--- config.mk ---
export PLATFORM = sky130hd
export DESIGN_NAME = drbc_ctrl
export DESIGN_NICKNAME = d
export VERILOG_FILES = /design/src/rtl/drbc_pkg.sv /design/src/rtl/drbc_ctrl.sv
export SDC_FILE = /design/constraint.sdc
export NUM_CORES = 1
export LEC_CHECK = 0
export BUFFER_PORTS_ARGS = -buffer_cell sky130_fd_sc_hd__buf_2
export CORE_ASPECT_RATIO = 0.6
export CORE_MARGIN = 2
export CORE_UTILIZATION = 40
export CTS_BUF_LIST = sky130_fd_sc_hd__clkbuf_4
export CTS_CLUSTER_SIZE = 16
export DETAILED_ROUTE_END_ITERATION = 16
export GPL_ROUTABILITY_DRIVEN = 0
export GPL_TIMING_DRIVEN = 0
export PLACE_DENSITY_LB_ADDON = 0.08
export SLEW_MARGIN = 10
export SYNTH_ARGS = -nofsm -noshare
export SYNTH_HDL_FRONTEND = slang
export SYNTH_SLANG_ARGS = --single-unit
--- constraint.sdc ---
create_clock -name ref_clk -period 3.4 [get_ports ref_clk]
set_input_delay 0.68 -clock ref_clk [delete_from_list [all_inputs] [get_ports ref_clk]]
set_output_delay 0.68 -clock ref_clk [all_outputs]
set_load 0.005 [all_outputs]
--- src/rtl/drbc_pkg.sv ---
`default_nettype none
package drbc_pkg;
	localparam int unsigned CLK_HZ = 20_000_000;
	localparam int unsigned RELAY_DELAY_S = 3;
	localparam int unsigned RELAY_DELAY_CYC = RELAY_DELAY_S * CLK_HZ;
	localparam int unsigned STEP_CNT_W = 32;
	localparam logic [2:0] PHASE_OFF = 3'h0;
	localparam logic [2:0] PHASE_SHORT = 3'h7;
	localparam logic [31:0] STEP_CNT_RST = 32'h0;
	typedef enum logic [2:0]
	{
		DRBC_HALT = 3'h0,
		DRBC_INRUSH = 3'h1,
		DRBC_COAST = 3'h2,
		DRBC_RUN = 3'h3,
		DRBC_BRAKE = 3'h4
	} drbc_state_t;
endpackage
`default_nettype wire

--- src/rtl/drbc_ctrl.sv ---
`default_nettype none
module drbc_ctrl
	import drbc_pkg::*;
#(
	parameter int unsigned RELAY_CYCLES = RELAY_DELAY_CYC,
	parameter int unsigned CNT_W = STEP_CNT_W
)
(
	input wire logic ref_clk,
	input wire logic rst_n,
	input wire logic enable_in,
	input wire logic run_cmd_in,
	input wire logic brake_cmd_in,
	input wire logic step_in,
	input wire logic dir_in,
	input wire logic step_mode,
	input wire logic current_nonzero,
	output logic drive_reset_ff,
	output logic relay_close_ff,
	output logic ready_ff,
	output logic commutate_ff,
	output logic [2:0] phase_low_on_ff,
	output logic brake_active_ff,
	output logic [CNT_W-1:0] step_pos_ff
);
	// elaboration-time guard: the timer and the step arithmetic are 32 bits wide
	if (RELAY_CYCLES < 2 || CNT_W < 2 || CNT_W > 32)
	begin : g_bad_params
		$error("drbc_ctrl: unsupported parameter values");
	end

	// two-stage synchronisers; stage one read only by stage two
	logic [4:0] sync1_ff, sync2_ff, nxt_sync1, nxt_sync2;
	logic en_prev_ff, step_prev_ff, nxt_en_prev, nxt_step_prev;
	always_comb
	begin
		nxt_sync1 = {enable_in, run_cmd_in, brake_cmd_in, step_in, dir_in};
		nxt_sync2 = sync1_ff;
		nxt_en_prev = sync2_ff[4];
		nxt_step_prev = sync2_ff[1];
	end
	always_ff @(posedge ref_clk or negedge rst_n)
	begin
		if (!rst_n)
		begin
			sync1_ff <= 5'h0;
			sync2_ff <= 5'h0;
			en_prev_ff <= 1'b0;
			step_prev_ff <= 1'b0;
		end
		else
		begin
			sync1_ff <= nxt_sync1;
			sync2_ff <= nxt_sync2;
			en_prev_ff <= nxt_en_prev;
			step_prev_ff <= nxt_step_prev;
		end
	end

	logic en_s, run_s, brk_s, dir_s, en_fall, step_rise;
	assign en_s = sync2_ff[4];
	assign run_s = sync2_ff[3];
	assign brk_s = sync2_ff[2];
	assign dir_s = sync2_ff[0];
	assign en_fall = en_prev_ff && !en_s;
	assign step_rise = sync2_ff[1] && !step_prev_ff;

	function automatic logic [31:0] wrap_step(input logic [31:0] v, input logic up);
		wrap_step = up ? v + 32'h1 : v - 32'h1;
	endfunction

	// state and timer; step_mode is the only mode input and it gates only the step count
	drbc_state_t state_ff, nxt_state;
	logic [31:0] timer_ff, nxt_timer;
	logic [CNT_W-1:0] nxt_step_pos;
	logic nxt_reset, nxt_relay, nxt_ready, nxt_comm, nxt_brake;
	logic [2:0] nxt_phase;
	always_comb
	begin
		nxt_state = state_ff;
		nxt_timer = timer_ff;
		nxt_step_pos = step_pos_ff;
		case (state_ff)
			DRBC_HALT:
			begin
				nxt_timer = 32'h0;
				if (en_s && !en_fall)
					nxt_state = DRBC_INRUSH;
			end
			DRBC_INRUSH:
			begin
				nxt_timer = timer_ff + 32'h1;
				if (timer_ff == RELAY_CYCLES - 1)
					nxt_state = DRBC_COAST;
			end
			DRBC_COAST, DRBC_RUN, DRBC_BRAKE:
			begin
				if (brk_s)
					nxt_state = DRBC_BRAKE;
				else if (run_s)
					nxt_state = DRBC_RUN;
				else
					nxt_state = DRBC_COAST;
			end
			default: nxt_state = DRBC_HALT;
		endcase
		if (!en_s || en_fall)
		begin
			nxt_state = DRBC_HALT;
			nxt_timer = 32'h0;
			nxt_step_pos = STEP_CNT_RST[CNT_W-1:0];
		end
		else if (step_mode && step_rise)
			nxt_step_pos = CNT_W'(wrap_step(32'(step_pos_ff), dir_s));
		nxt_reset = (nxt_state == DRBC_HALT);
		nxt_relay = (nxt_state != DRBC_HALT) && (nxt_state != DRBC_INRUSH);
		nxt_ready = (nxt_state == DRBC_RUN);
		// commutation only with current demand; the brake forbids it
		nxt_comm = (nxt_state == DRBC_RUN) && current_nonzero;
		nxt_brake = (nxt_state == DRBC_BRAKE);
		nxt_phase = nxt_brake ? PHASE_SHORT : PHASE_OFF;
	end
	always_ff @(posedge ref_clk or negedge rst_n)
	begin
		if (!rst_n)
		begin
			state_ff <= DRBC_HALT;
			timer_ff <= 32'h0;
			step_pos_ff <= STEP_CNT_RST[CNT_W-1:0];
			drive_reset_ff <= 1'b1;
			relay_close_ff <= 1'b0;
			ready_ff <= 1'b0;
			commutate_ff <= 1'b0;
			brake_active_ff <= 1'b0;
			phase_low_on_ff <= PHASE_OFF;
		end
		else
		begin
			state_ff <= nxt_state;
			timer_ff <= nxt_timer;
			step_pos_ff <= nxt_step_pos;
			drive_reset_ff <= nxt_reset;
			relay_close_ff <= nxt_relay;
			ready_ff <= nxt_ready;
			commutate_ff <= nxt_comm;
			brake_active_ff <= nxt_brake;
			phase_low_on_ff <= nxt_phase;
		end
	end
endmodule
`default_nettype wire

==> insert_results.sql <==
INSERT INTO impl_metrics (metric_group, metric, value, unit) VALUES
('floorplanning', 'initial_core_util', '41.4', '%'),
('cells_and_area', 'syn_to_final_growth', '12.9', '%'),
('detailed_routing', 'first_iter_violations', '384', ''),
('cts', 'cts_htree_levels', '3', ''),
('synthesis', 'syn-cell-area', '5350', 'sq um'),
('synthesis', 'synth-edff-count', '0', ''),
('setup_path', 'crit_chain', 'clkinvlp_4 -> buf_4 -> ha_1 -> o21ai_0 -> a21oi_1 -> o311ai_0 -> o211ai_1 -> a31oi_2 -> o21ai_1 -> xnor2_1 -> o21ai_0', ''),
('setup_path', 'worstPathRequired', '3.75', 'ns'),
('worst_hold_path', 'worst_hold_path_type', 'in2async', ''),
('power_and_ir_drop', 'power.share.switching', '32.9', '%'),
('detailed_routing', 'wl_per_cell', '17.3', 'um'),
('place', 'place_worst_setup_slack', '-0.506', 'ns'),
('setup_path', 'crit_path_frequent_cell', 'o21ai_0', ''),
('synthesis', 'flops_latches_synth', '83', ''),
('detailed_routing', 'detail_route.first_pass.iterations', '5', ''),
('power_and_ir_drop', 'net-switching-power', '636', 'uW'),
('cells_and_area', 'finish.cell_count_without_fillers', '869', ''),
('cells_and_area', 'sequential_cell_area', '2080', 'sq um'),
('setup_path', 'crit_slowest_cell', 'o311ai_0', ''),
('synthesis', 'synth.yosys.warnings', '0', ''),
('setup_path', 'critical_path_start_end_classification', 'reg2reg', ''),
('synthesis', 'synthesis.nets', '667', ''),
('setup_path', 'worst_setup_path_end_kind', 'register', ''),
('place', 'place_hpwl', '10.9', 'mm'),
('setup_path', 'crit_family', 'compound AO/OA/AOI/OAI gates', ''),
('synthesis', 'synthArstFlopShare', '100', '%'),
('cells_and_area', 'final.fill_count', '1279', ''),
('cells_and_area', 'multi_input_logic_area', '3070', 'sq um'),
('place', 'numPlacedInstances', '845', ''),
('detailed_routing', 'detail_route.wirelength', '15.0', 'mm'),
('power_and_ir_drop', 'clockPowerShare', '28.3', '%'),
('power_and_ir_drop', 'p_int', '1.30', 'mW'),
('synthesis', 'synth.area.top_cells', 'dfrtp_1, ha_1, o21ai_0', ''),
('synthesis', 'ys_types', '64', ''),
('cells_and_area', 'num_antenna_cells', '0', ''),
('sta', 'hold_viol', '0', ''),
('place', 'place.port_buffers', '48', ''),
('sta', 'max_freq', '314', 'MHz'),
('sta', 'tns', '0', 'ns'),
('sta', 'worst_slew_pin_slew', '0.609', 'ns'),
('floorplanning', 'chipWidth', '153', 'um'),
('cts', 'clock_pin_slew_on_the_worst_setup_and_hold_paths', '0.16', 'ns'),
('setup_path', 'crit_arrival', '3.53', 'ns'),
('grt', 'total_grt_usage', '21.9', '%'),
('synthesis', 'synthDominantCellAreaShare', '38.4', '%'),
('power_and_ir_drop', 'total_power', '1.94', 'mW'),
('sta', 'relSlewSlack', '59.4', '%'),
('floorplanning', 'fp.dieArea', '14300', 'sq um'),
('cts', 'clkSinkCount', '83', ''),
('synthesis', 'synth_most_common_cell', 'nand2_1', ''),
('sta', 'post-route-period-util', '93.7', '%'),
('setup_path', 'slowest_delay', '0.53', 'ns'),
('sta', 'final_max_slew_viol_count', '0', ''),
('cts', 'cts_tree', 'yes', ''),
('detailed_routing', 'dr_total_vias', '5013', ''),
('status', 'run_status', 'complete, no violations', ''),
('flow_run', 'maxCapViolCount', '0', ''),
('power_and_ir_drop', 'power.combinational.fraction', '18.2', '%'),
('sta', 'report.final.setup_viol', '0', ''),
('synthesis', 'synth_area_per_cell', '8.55', 'sq um'),
('setup_path', 'cp-start-kind', 'register', ''),
('grt', 'initial_antenna_violation_count', '0', ''),
('floorplanning', 'core.rowCount', '32', ''),
('synthesis', 'synth.cells.most_frequent', 'nand2_1, dfrtp_1, o21ai_0, a21oi_1, nor2_1', ''),
('sta', 'finalWorstPathRequiredPeriod', '3.18', 'ns'),
('detailed_routing', 'drt-vias-per-instance', '5.77', ''),
('floorplanning', 'die_span_in_y', '93.6', 'um'),
('cts', 'buffer_cell_driving_the_clock_tree_root', 'clkbuf_4', ''),
('setup_path', 'number_of_buffer_and_inverter_stages_on_the_critical_path', '2', ''),
('cells_and_area', 'share_of_layout_cells_above_drive_strength_1', '15.2', '%'),
('grt', 'vias_in_the_first_global_route', '4596', '');
==> cells in the final DEF, fill, tap and decap left out, types with 3 or more instances in the layout <==
master      instances
ha_1               31
nand3_1            31
inv_1              10
clkbuf_1           20
clkinvlp_4          5
buf_2              50
o31ai_1             8
nand2_1            87
a21o_1             15
xnor2_1            17
dfrtp_1            81
nor3_1              9
buf_4              14
and3_1             10
a21oi_1            56
and2_1              4
clkbuf_4           10
a211oi_1            5
o21ai_0            66
or3_1               6
o211ai_1            6
nor2_1             42
o41ai_1             3
a31oi_1             7
nand2b_1            7
nor4_1              4
nand4_1            14
o21a_1              3
xor2_1             13
o21ai_1            15
==> kinds of logic after synthesis <==
family                     count (synthesis)  synth area share (%)
and+or+nand+nor                          233                  21.5
muxes                                      1                 0.187
buffers and inverters                     44                  4.16
xor gates and xnor gates                  30                  4.91
adders and majority gates                 32                  7.62
DFF                                       83                  38.8
AOI/OAI and AO/OA                        203                  22.8
==> per-stage QoR <==
step	util [%]	hold slack (ns)
after floorplan	-	0.331
after global placement	44.9	0.337
after detailed placement	45.1	0.336
after CTS	46.6	0.0871
after global routing	46.7	0.0864
final	46.7	0.113
==> sequential cells by signal, indices dropped and copies added, names as in the netlist <==
| signal | cells |
|---|---|
| drive_reset_ff | 1 |
| commutate_ff | 1 |
| ready_ff | 1 |
| phase_low_on_ff | 1 |
| step_pos_ff | 32 |
| state_ff | 3 |
| timer_ff | 32 |
| nxt_sync2 | 5 |
| step_prev_ff | 1 |
| sync2_ff | 5 |
| relay_close_ff | 1 |
==> power groups by stage <==
stage / Clock (mW) / Sequential, mW / Combinational, mW
floorplan: 0 / 1.05 / 0.227
global placement: 0 / 1.05 / 0.332
detailed placement: 0 / 1.05 / 0.339
CTS: 0.572 / 1.03 / 0.350
global route: 0.614 / 1.04 / 0.398
finish: 0.549 / 1.03 / 0.353
==> cell type report <==
class	count	share of cell area [%]
clock inverter	7	0.870
timing repair inverter	1	0.124
tap	170	3.52
timing repair buffer	56	5.35
sequential	83	34.4
inverter	11	0.746
multi-input combinational	499	50.8
clock buffer	9	1.12
buffer	33	3.00
==> path summary, 6_finish.rpt <==
| kind | from | end | slack [ns] | cells after the start |
|---|---|---|---|---|
| setup / recovery | sync2_ff[0]$_DFF_PN0_ | step_pos_ff[26]$_DFFE_PN0P_ | 0.22 | 11 |
| hold / removal | rst_n | step_pos_ff[17]$_DFFE_PN0P_ | 0.11 | 1 |
| setup reg to reg | sync2_ff[0]$_DFF_PN0_ | step_pos_ff[26]$_DFFE_PN0P_ | 0.22 | 11 |
| hold reg to reg | nxt_sync2[1]$_DFF_PN0_ | sync2_ff[1]$_DFF_PN0_ | 0.37 | 0 |
| max in group asynchronous | rst_n | drive_reset_ff$_DFF_PN1_ | 2.61 | 2 |
| min in group ref_clk | brake_cmd_in | nxt_sync2[2]$_DFF_PN0_ | 0.32 | 1 |
==> layer usage <==
metal / track usage (%) / wire (um) / vias up
li1: - / - / 2411
met1: 36.4 / 8150 / 2399
met2: 27.6 / 5540 / 188
met3: 4.73 / 1160 / 15
met4: 4.94 / 153 / 0
met5: 0 / 0 / -
==> what timing repair did <==
item / CTS / global route
setup buffers: 7 / 0
pin swaps: 0 / 0
gates resized for setup: 3 / 3
cloned: 1 / 0
setup endpoints to repair: 12 / 7
No activity file was read; power rests on OpenSTA's default activity.
